File: src/verilog/svc_pkg.sv
// constants shared by the stereo volume serial control block
package svc_pkg;
    localparam int unsigned WORD_BITS      = 16;
    localparam int unsigned LEVEL_BITS     = 8;
    localparam int unsigned CLK_PERIOD_NS  = 10;
    localparam int unsigned CAL_TIME_US    = 2000;
    localparam int unsigned CAL_CYCLES     = (CAL_TIME_US * 1000) / CLK_PERIOD_NS;
    localparam int unsigned ZC_TIMEOUT_US  = 18000;
    localparam int unsigned ZC_CYCLES      = (ZC_TIMEOUT_US * 1000) / CLK_PERIOD_NS;
    localparam logic [15:0] VOLUME_RESET   = 16'h0000;
    localparam logic [7:0]  LEVEL_MUTE     = 8'h00;
    localparam int unsigned RIGHT_LSB      = 8;
    localparam int unsigned LEFT_LSB       = 0;
    typedef enum logic [1:0] {
        SVC_LVL_IDLE,
        SVC_LVL_WAIT,
        SVC_LVL_APPLY
    } svc_lvl_state_t;
endpackage

File: src/verilog/svc_link_if.sv
// serial link signals passed between the top and the shift engine
`timescale 1ns/1ps
interface svc_link_if;
    logic        sclk_rise;
    logic        sclk_fall;
    logic        cs_fall;
    logic        cs_rise;
    logic        cs_high;
    logic        din;
    logic        dout;
    logic        dout_en;
    logic [15:0] word;
    modport top (output sclk_rise, sclk_fall, cs_fall, cs_rise, cs_high, din,
                 input dout, dout_en, word);
    modport eng (input sclk_rise, sclk_fall, cs_fall, cs_rise, cs_high, din,
                 output dout, dout_en, word);
endinterface

File: src/verilog/svc_top.sv
// stereo volume serial control: link sampling, volume register, mute and calibration
//
// Contract
// - serial output not driven while chip select is high.
// - chip select falling starts a new 16-bit word.
// - chip select rising copies the shift register into the volume register while mute is high; a rise during mute is refused.
// - mute low forces both channel outputs to ground.
// - mute falling starts an offset calibration.
// - zero-cross enable high waits for crossing or timeout; low applies at once.
// - first eight bits set right level, next eight set left.
// - data sampled on rising serial clock, output changed on falling.
// - serial output repeats input delayed by sixteen bits for chaining.
// - all-zero level is software mute, maximum attenuation.
`timescale 1ns/1ps
module svc_top #(
    parameter int unsigned CAL_CYCLES = svc_pkg::CAL_CYCLES,
    parameter int unsigned ZC_CYCLES  = svc_pkg::ZC_CYCLES
) (
    input  wire logic       clk,
    input  wire logic       rst,
    input  wire logic       chip_select_n,
    input  wire logic       serial_clock,
    input  wire logic       serial_in,
    input  wire logic       mute_n,
    input  wire logic       zero_cross_enable,
    input  wire logic       zero_cross_detect,
    output logic            serial_out_chain_o,
    output logic            serial_out_chain_oe,
    output logic [7:0]      right_output,
    output logic [7:0]      left_output,
    output logic            right_output_grounded,
    output logic            left_output_grounded,
    output logic            right_soft_muted,
    output logic            left_soft_muted,
    output logic            calibrating,
    output logic [15:0]     volume_word
);
    // --------------------------------------------------------------
    // pin synchronisers and edge detection
    // --------------------------------------------------------------
    logic [4:0] s1_q, s2_q, s3_q;
    logic [4:0] pins;

    if (CAL_CYCLES < 1 || ZC_CYCLES < 1) begin : g_bad_counts
        $error("svc_top: counts must be positive");
    end

    assign pins = {chip_select_n, serial_clock, serial_in, mute_n, zero_cross_detect};

    // reset to the idle pin levels so no false edge follows reset
    always_ff @(posedge clk) begin
        if (rst) begin
            s1_q <= 5'h12;
            s2_q <= 5'h12;
            s3_q <= 5'h12;
        end else begin
            s1_q <= pins;
            s2_q <= s1_q;
            s3_q <= s2_q;
        end
    end

    logic cs_n_s, sclk_s, din_s, mute_n_s, zcd_s;
    logic cs_n_p, sclk_p, mute_n_p, zcd_p;
    assign {cs_n_s, sclk_s, din_s, mute_n_s, zcd_s} = s2_q;
    assign cs_n_p   = s3_q[4];
    assign sclk_p   = s3_q[3];
    assign mute_n_p = s3_q[1];
    assign zcd_p    = s3_q[0];

    logic zce_s1_q, zce_s2_q;
    always_ff @(posedge clk) begin
        if (rst) begin
            zce_s1_q <= 1'b0;
            zce_s2_q <= 1'b0;
        end else begin
            zce_s1_q <= zero_cross_enable;
            zce_s2_q <= zce_s1_q;
        end
    end

    svc_link_if lnk ();

    assign lnk.cs_high   = cs_n_s;
    assign lnk.cs_fall   = cs_n_p && !cs_n_s;
    assign lnk.cs_rise   = !cs_n_p && cs_n_s;
    assign lnk.sclk_rise = !sclk_p && sclk_s;
    assign lnk.sclk_fall = sclk_p && !sclk_s;
    assign lnk.din       = din_s;

    svc_shift #(
        .WIDTH (svc_pkg::WORD_BITS)
    ) u_shift (
        .clk (clk),
        .rst (rst),
        .lnk (lnk)
    );

    // --------------------------------------------------------------
    // daisy-chain output pin
    // --------------------------------------------------------------
    always_ff @(posedge clk) begin
        if (rst) begin
            serial_out_chain_o  <= 1'b0;
            serial_out_chain_oe <= 1'b0;
        end else begin
            serial_out_chain_o  <= lnk.dout;
            serial_out_chain_oe <= lnk.dout_en && !cs_n_s;
        end
    end

    // --------------------------------------------------------------
    // mute and offset calibration
    // --------------------------------------------------------------
    logic        mute_fall;
    logic        hw_mute;
    logic [31:0] cal_cnt_q;
    // a new mute restarts calibration and clears the volume register
    assign mute_fall = mute_n_p && !mute_n_s;
    assign hw_mute   = !mute_n_s;

    always_ff @(posedge clk) begin
        if (rst) begin
            cal_cnt_q   <= '0;
            calibrating <= 1'b0;
        end else if (mute_fall) begin
            cal_cnt_q   <= 32'(CAL_CYCLES);
            calibrating <= 1'b1;
        end else if (cal_cnt_q != '0) begin
            cal_cnt_q   <= cal_cnt_q - 32'h1;
            calibrating <= (cal_cnt_q != 32'h1);
        end else begin
            calibrating <= 1'b0;
        end
    end

    // --------------------------------------------------------------
    // volume control register
    // --------------------------------------------------------------
    logic word_commit;
    // a rise while muted is refused; the word stays in the shift register
    assign word_commit = lnk.cs_rise && !hw_mute;

    always_ff @(posedge clk) begin
        if (rst || mute_fall) begin
            volume_word <= svc_pkg::VOLUME_RESET;
        end else if (word_commit) begin
            volume_word <= lnk.word;
        end
    end

    // --------------------------------------------------------------
    // level transitions with zero-crossing or timeout
    // --------------------------------------------------------------
    svc_pkg::svc_lvl_state_t state_q;
    logic [31:0] zc_cnt_q;
    logic        zc_seen;
    logic [7:0]  right_target, left_target;
    // any toggle of the comparator counts as a crossing
    assign zc_seen      = zcd_s != zcd_p;
    assign right_target = volume_word[svc_pkg::RIGHT_LSB +: svc_pkg::LEVEL_BITS];
    assign left_target  = volume_word[svc_pkg::LEFT_LSB +: svc_pkg::LEVEL_BITS];

    always_ff @(posedge clk) begin
        if (rst) begin
            state_q  <= svc_pkg::SVC_LVL_IDLE;
            zc_cnt_q <= '0;
        end else begin
            case (state_q)
                svc_pkg::SVC_LVL_IDLE: begin
                    if ({right_target, left_target} != {right_output, left_output}) begin
                        if (zce_s2_q) begin
                            state_q  <= svc_pkg::SVC_LVL_WAIT;
                            zc_cnt_q <= 32'(ZC_CYCLES);
                        end else begin
                            state_q <= svc_pkg::SVC_LVL_APPLY;
                        end
                    end
                end
                svc_pkg::SVC_LVL_WAIT: begin
                    if (zc_seen || zc_cnt_q <= 32'h1 || !zce_s2_q) begin
                        state_q <= svc_pkg::SVC_LVL_APPLY;
                    end else begin
                        zc_cnt_q <= zc_cnt_q - 32'h1;
                    end
                end
                svc_pkg::SVC_LVL_APPLY: begin
                    state_q <= svc_pkg::SVC_LVL_IDLE;
                end
                default: begin
                    state_q <= svc_pkg::SVC_LVL_IDLE;
                end
            endcase
        end
    end

    always_ff @(posedge clk) begin
        if (rst) begin
            right_output <= svc_pkg::LEVEL_MUTE;
            left_output  <= svc_pkg::LEVEL_MUTE;
        end else if (state_q == svc_pkg::SVC_LVL_APPLY) begin
            right_output <= right_target;
            left_output  <= left_target;
        end
    end

    // --------------------------------------------------------------
    // channel ground and soft-mute flags
    // --------------------------------------------------------------
    always_ff @(posedge clk) begin
        if (rst) begin
            right_output_grounded <= 1'b1;
            left_output_grounded  <= 1'b1;
            right_soft_muted      <= 1'b1;
            left_soft_muted       <= 1'b1;
        end else begin
            right_output_grounded <= hw_mute;
            left_output_grounded  <= hw_mute;
            right_soft_muted      <= (right_output == svc_pkg::LEVEL_MUTE);
            left_soft_muted       <= (left_output == svc_pkg::LEVEL_MUTE);
        end
    end
endmodule

File: src/verilog/svc_shift.sv
// serial shift register and daisy-chain output
`timescale 1ns/1ps
module svc_shift #(
    parameter int unsigned WIDTH = 16
) (
    input  wire logic  clk,
    input  wire logic  rst,
    svc_link_if.eng    lnk
);
    logic [WIDTH-1:0] shift_q;
    logic             dout_q;
    logic             dout_en_q;

    if (WIDTH != svc_pkg::WORD_BITS) begin : g_bad_width
        $error("svc_shift: WIDTH must equal the link word width");
    end

    // bits enter at the low end on rising serial clock
    always_ff @(posedge clk) begin
        if (rst) begin
            shift_q <= '0;
        end else if (!lnk.cs_high && lnk.sclk_rise) begin
            shift_q <= {shift_q[WIDTH-2:0], lnk.din};
        end
    end

    // oldest bit leaves on falling serial clock, giving a sixteen-bit delay
    always_ff @(posedge clk) begin
        if (rst) begin
            dout_q <= 1'b0;
        end else if (lnk.cs_fall) begin
            dout_q <= shift_q[WIDTH-1];
        end else if (!lnk.cs_high && lnk.sclk_fall) begin
            dout_q <= shift_q[WIDTH-1];
        end
    end

    always_ff @(posedge clk) begin
        if (rst) begin
            dout_en_q <= 1'b0;
        end else begin
            dout_en_q <= !lnk.cs_high;
        end
    end

    assign lnk.dout    = dout_q;
    assign lnk.dout_en = dout_en_q;
    assign lnk.word    = shift_q;
endmodule

File: config.mk
export PLATFORM = sky130hd
export DESIGN_NAME = svc_top
export DESIGN_NICKNAME = d
export VERILOG_FILES = /design/src/verilog/svc_pkg.sv /design/src/verilog/svc_link_if.sv /design/src/verilog/svc_top.sv /design/src/verilog/svc_shift.sv
export SDC_FILE = /design/constraint.sdc
export NUM_CORES = 1
export LEC_CHECK = 0
export BUFFER_PORTS_ARGS = -buffer_cell sky130_fd_sc_hd__buf_2
export CAP_MARGIN = 40
export CORE_ASPECT_RATIO = 1.2
export CORE_MARGIN = 4
export CORE_UTILIZATION = 64
export DETAILED_ROUTE_END_ITERATION = 10
export MAX_ROUTING_LAYER = met4
export PLACE_DENSITY = 0.9
export SYNTH_ARGS = -nofsm -noshare
export SYNTH_HDL_FRONTEND = slang
export SYNTH_SLANG_ARGS = --single-unit
File: constraint.sdc
create_clock -name clk -period 4.67 [get_ports clk]
set_input_delay 0.2335 -clock clk [delete_from_list [all_inputs] [get_ports clk]]
set_output_delay 0.2335 -clock clk [all_outputs]
set_load 0.05 [all_outputs]
* Word level (Yosys, flattened, before mapping)
Cells that the tools add are included.
** Word-level totals
- Output and inout port bits :: 39
- Register bits :: 139
- Logic and storage cells :: 75
- Input port bits :: 8
** Operators by class
- Equal/unequal tests :: 9
- Add/subtract/negate cells :: 2
- Multiplexer cells :: 14
- Order comparisons :: 1
- Reduce and logical (&&, ||, !) cells :: 28
** Operator list (count)
- $mux W32 :: 3
- $pmux W32 S2 :: 1
- $sub A32 B1 Y32 const B :: 2
- $mux W18 :: 2
- $le A32 B1 Y1 const B :: 1
- $ne A32 B1 Y1 const B :: 1
- $reduce_bool A32 Y1 :: 1
- $logic_not A8 Y1 :: 2
- $ne A16 B16 Y1 :: 1
- $logic_and A1 B1 Y1 :: 9
- $ne A2 B2 Y1 const B :: 4
- $logic_not A1 Y1 :: 6
- $mux W2 :: 3
- $reduce_bool A2 Y1 :: 3
- $mux W1 :: 4
- $pmux W2 S2 :: 1
- $reduce_and A4 Y1 :: 1
- $logic_or A1 B1 Y1 :: 3
- $eq A2 B1 Y1 const B :: 1
- $eq A2 B2 Y1 const B :: 1
- $logic_not A2 Y1 :: 1
- $reduce_and A2 Y1 :: 1
- $reduce_or A2 Y1 :: 1
- $ne A1 B1 Y1 :: 1

* Depth between registers and ports, before layout
- Depth in word-level cells :: 5
- Depth in mapped cells :: 9
- Gate-level depth less buffers :: 8

* By module
Synthesis repeated with hierarchy kept, for this count alone.
** Unflattened totals
- Cell total of the unflattened synthesis :: 713
- Area, all modules :: 6100.9 um2
** By module, submodules not included
- svc_top :: sequential area each 2402.3 um2, area an instance 5400.2 um2, cells an instance 633, instances 1
- svc_shift :: sequential area each 360.3 um2, area an instance 700.7 um2, cells an instance 80, instances 1

* Least setup slack after synthesis
No wires, ideal clock.
- Kind :: flip-flop to flip-flop
- Start point :: register volume_word[14]
- End point :: register zc_cnt_q[25]
- Setup slack :: 2167 ps
- Arrival :: 2431 ps
- Stages on the path, launching flop included :: 7
- Cells stage by stage :: dfxtp_1 > xor2_1 > nor4_1 > a2111oi_0 > a21oi_1 > a2111oi_0 > mux2i_1
** On the way
- Cells in the longest elaborated chain, start to end :: 3
** RTL lines
- start: declaration :: RTL line svc_top.sv:36 : output logic [15:0] volume_word
- start signal: assignment :: RTL line svc_top.sv:146 : volume_word <= svc_pkg::VOLUME_RESET;
- start signal: assignment :: RTL line svc_top.sv:148 : volume_word <= lnk.word;
- $ne A16 B16 Y1 :: RTL line svc_top.sv:171 : if ({right_target, left_target} != {right_output, left_output}) begin
- $ne A2 B2 Y1 (no line)
- $reduce_and A4 Y1 (no line)
- end signal: assignment :: RTL line svc_top.sv:174 : zc_cnt_q <= 32'(ZC_CYCLES);
- end signal: assignment :: RTL line svc_top.sv:184 : zc_cnt_q <= zc_cnt_q - 32'h1;
- end: declaration :: RTL line svc_top.sv:156 : logic [31:0] zc_cnt_q;
Every way passes these cells.
A chain may end at the register's enable or synchronous reset.

* Worst setup path in the final report
- Start point :: register zc_cnt_q[5]
- End point :: register zc_cnt_q[1]
** On the way
- Cells in the longest elaborated chain, start to end :: 5
** RTL lines
- $le A32 B1 Y1 :: RTL line svc_top.sv:181 : if (zc_seen || zc_cnt_q <= 32'h1 || !zce_s2_q) begin
- $logic_or A1 B1 Y1 (2 in series) :: RTL line svc_top.sv:181
- $ne A2 B2 Y1 (no line)
- $reduce_and A4 Y1 (no line)
Every way passes these cells.

==> impl_metrics.tcl <==
set metrics [dict create \
    final-setup-viol-count 0 \
    seqPwrFrac_pct 38.1 \
    numPortBuffers 46 \
    number_of_diodes 0 \
    path_category_of_the_worst_min_delay_check "input pin to register" \
    ctsHtreeMaxLevel 4 \
    clkTransAtPathRegs_ps 60 \
    crit_path_max_fanout 19 \
    yosys-top-cells-area "dfxtp_1 47%, nand2_1 7.7%, a21oi_1 6.3%" \
    min_period_ps 2870 \
    first_global_vias 5337 \
    wirelength_met1_um 5790 \
    asyncSetResetFlopFracSynth_pct 0 \
    drt.antenna.violating_nets 0 \
    synth-warning-count 0 \
    yosys_most_used_dff "dfxtp_1" \
    dieHeight_um 113 \
    syn-num-nets 706 \
    cp-end-kind "register" \
    core_um2 8750 \
    topRoutingLayerUsed "met4" \
    dieArea_um2 10700 \
    number_of_optimization_iterations_in_the_first_detailed_route_pass 5 \
    routed-via-count 5362 \
    post-layout-total-power_mw 3.69 \
    setup.worst_path.class "register to register" \
    row_count 37 \
    syn_area_um2 5840 \
    leakagePower_nw 2.75 \
    postRouteWirelength_um 15100 \
    power_report.internal_total_mw 2.55 \
    maxClockFrequency_ghz 0.348 \
    synthMostInstantiatedCell "dfxtp_1" \
    final-hold-violation-count 0 \
    final.period_utilization_pct 61.5 \
    critPathRequiredTime_ps 5110 \
    grt_setup_unrepaired "no" \
    synth_seq_area_share_pct 47.3 \
    fp.dieW_um 95.2 \
    worstSkewPairLatency_ps 540 \
    critical_path_arrival_ps 3310 \
    run_status "completed" \
    grt_antenna_before_repair 0 \
    clock_power_share_pct 37.8 \
    grt_start_max_net_pins 58 \
    wl_per_cell_um 17.3 \
    hpwl_um 8860 \
    synth_top_area_share_pct 47.3 \
    p_sw_share_pct 30.9 \
    mean_number_of_vias_per_cell 6.18 \
    io_pins 47 \
    tightest_slew_ps 753 \
    drc_errors 0 \
    cts_made_buffers 17 \
    floorplan.initialDensity_pct 66.7 \
    final_max_slew_viol_count 0 \
    synth_enable_flop_cells 0 \
    syn-instance-count 694 \
    grt_use_total_pct 30.6 \
    overflow 0 \
    worst_setup_path_start_kind "register" \
    fin_worst_skew_ps 8.71 \
    fin_nets 750 \
    synthDistinctLibCells 48 \
    placed_area_um2 6130 \
    grt_first_pass_wirelength_um 25500 \
    pwr-share-comb_pct 24.2 \
    clock-root-buffer "clkbuf_8" \
    area_added_between_synthesis_and_finish_pct 16.7 \
    tritoncts_clock_tree "done" \
    routed-wl-met3_um 1330 \
    ys_top_cells_by_count "138 x dfxtp_1, 119 x nand2_1, 74 x a21oi_1" \
    p_per_cell_area_nw_per_um2 542 \
    slew-limit-headroom_pct 48.5 \
    post_route_cells_drive_above_1_share_pct 13.4 \
    drt_iter0_drc 481 \
    synth.largest_area_cell "dfxtp_1" \
    fin_tns_setup_ps 0 \
    clock_path_buffers 2 \
    ir_drop_uv 487 \
    switching_power_mw 1.14 \
    gpl.final_weighted_congestion 0.873 \
    met2WireLength_um 7390 \
    postSynthAreaPerCell_um2 8.41 \
    cts_sinks 138 \
    synth.ff_latch_count 138 \
    final_area_um2 6810 \
    maxCapViolations 0 \
]
[metal layers]
layer  global-route usage (%)  vias to the layer above
li1                         -                     2489
met3                     8.24                       65
met5                        -                        -
met4                     15.4                        0
met2                     48.4                      298
met1                     35.4                     2510
[layout by cell type, fill, tap and decap left out, types with 3 or more instances in the layout]
master / synthesis / layout
a2111o_1: 3 / 3
a211oi_1: 3 / 3
a21oi_1: 74 / 74
a31oi_1: 6 / 6
buf_2: 1 / 48
buf_4: 1 / 5
bufinv_16: 0 / 3
clkbuf_16: 0 / 16
clkbuf_8: 0 / 6
dfxtp_1: 138 / 138
dlygate4sd3_1: 0 / 6
ha_1: 4 / 4
inv_1: 13 / 13
mux2i_1: 6 / 6
nand2_1: 119 / 119
nand2b_1: 10 / 10
nand3_1: 18 / 18
nand3b_1: 3 / 3
nand4_1: 14 / 14
nand4b_1: 3 / 3
nor2_1: 56 / 56
nor2b_1: 12 / 12
nor3_1: 24 / 24
nor3b_1: 3 / 3
nor4_1: 14 / 14
nor4b_1: 3 / 3
o21ai_0: 22 / 22
o31ai_1: 3 / 3
or2_2: 8 / 8
or3_1: 12 / 12
or4_1: 11 / 11
or4_4: 3 / 3
xnor2_1: 20 / 20
xor2_1: 33 / 33
[state kept, by name (all words and copies together) (netlist names), 2 cells and up]
signal	cells
cal_cnt_q	32
left_output	8
right_output	8
s1_q	5
s2_q	5
s3_q	4
state_q	2
u_shift.lnk.word	16
volume_word	16
zc_cnt_q	32
[power groups by stage]
stage / combinational (mW) / sequential (mW) / clock (mW)
after floorplan: 0.712 / 1.41 / 0
after global placement: 0.812 / 1.41 / 0
after detailed placement: 0.843 / 1.42 / 0
after CTS: 0.882 / 1.40 / 1.39
after global routing: 0.989 / 1.42 / 1.46
final: 0.892 / 1.40 / 1.39
[per-stage QoR]
| step | utilization [%] | hold WS, ps | setup slack [ps] | instances |
|---|---|---|---|---|
| after floorplan | - | 337 | 2170 | 694 |
| after global placement | 69.7 | 396 | 1960 | 826 |
| after detailed placement | 70.0 | 396 | 1970 | 830 |
| after CTS | 77.8 | 71.6 | 1890 | 868 |
| after global routing | 77.8 | 108 | 1610 | 868 |
| final | 77.8 | 82.1 | 1800 | 868 |
[final cells by class]
| class | count | area, µm² |
|---|---|---|
| tap | 117 | 146 |
| multi-input combinational | 508 | 2880 |
| fill | 514 | 1940 |
| inverter | 13 | 48.8 |
| clock inverter | 9 | 134 |
| timing repair buffer | 60 | 349 |
| clock buffer | 23 | 487 |
| sequential | 138 | 2760 |
[repair_timing]
item,in CTS,in global routing
endpoints found under the hold margin,6,0
buffers inserted,0,0
setup endpoints to repair,0,0
gates resized for setup,0,0
hold buffers,6,0
[worst max-delay path, cell delays in order, from the launching register on]
cell	delay (ps)
dfxtp_1	350
or4_1	580
nor4_1	390
nand4b_1	670
and2_0	500
a211oi_1	280
[cells by family (layout without fill, tap and decap cells)]
family	after synthesis	after routing	share of synthesized area, %
mux	6	6	1.03
flops	138	138	47.3
xor+xnor	53	53	7.95
fa+ha+maj	4	4	0.858
buf+inv	48	105	3.30
compound gates	123	123	12.2
simple gates	322	322	27.3
[path summary, 6_finish.rpt]
| path | end | depth (start not counted) | from | slack, ps |
|---|---|---|---|---|
| max reg2reg | zc_cnt_q[1]$_SDFFE_PP0P_ | 5 | zc_cnt_q[5]$_SDFFE_PP0P_ | 1800 |
| max | zc_cnt_q[1]$_SDFFE_PP0P_ | 5 | zc_cnt_q[5]$_SDFFE_PP0P_ | 1800 |
| min | cal_cnt_q[11]$_SDFFE_PP0P_ | 2 | rst | 80 |
| min reg2reg | s2_q[1]$_SDFF_PP1_ | 1 | s1_q[1]$_SDFF_PP1_ | 410 |
(Power assumes the default switching activity.)
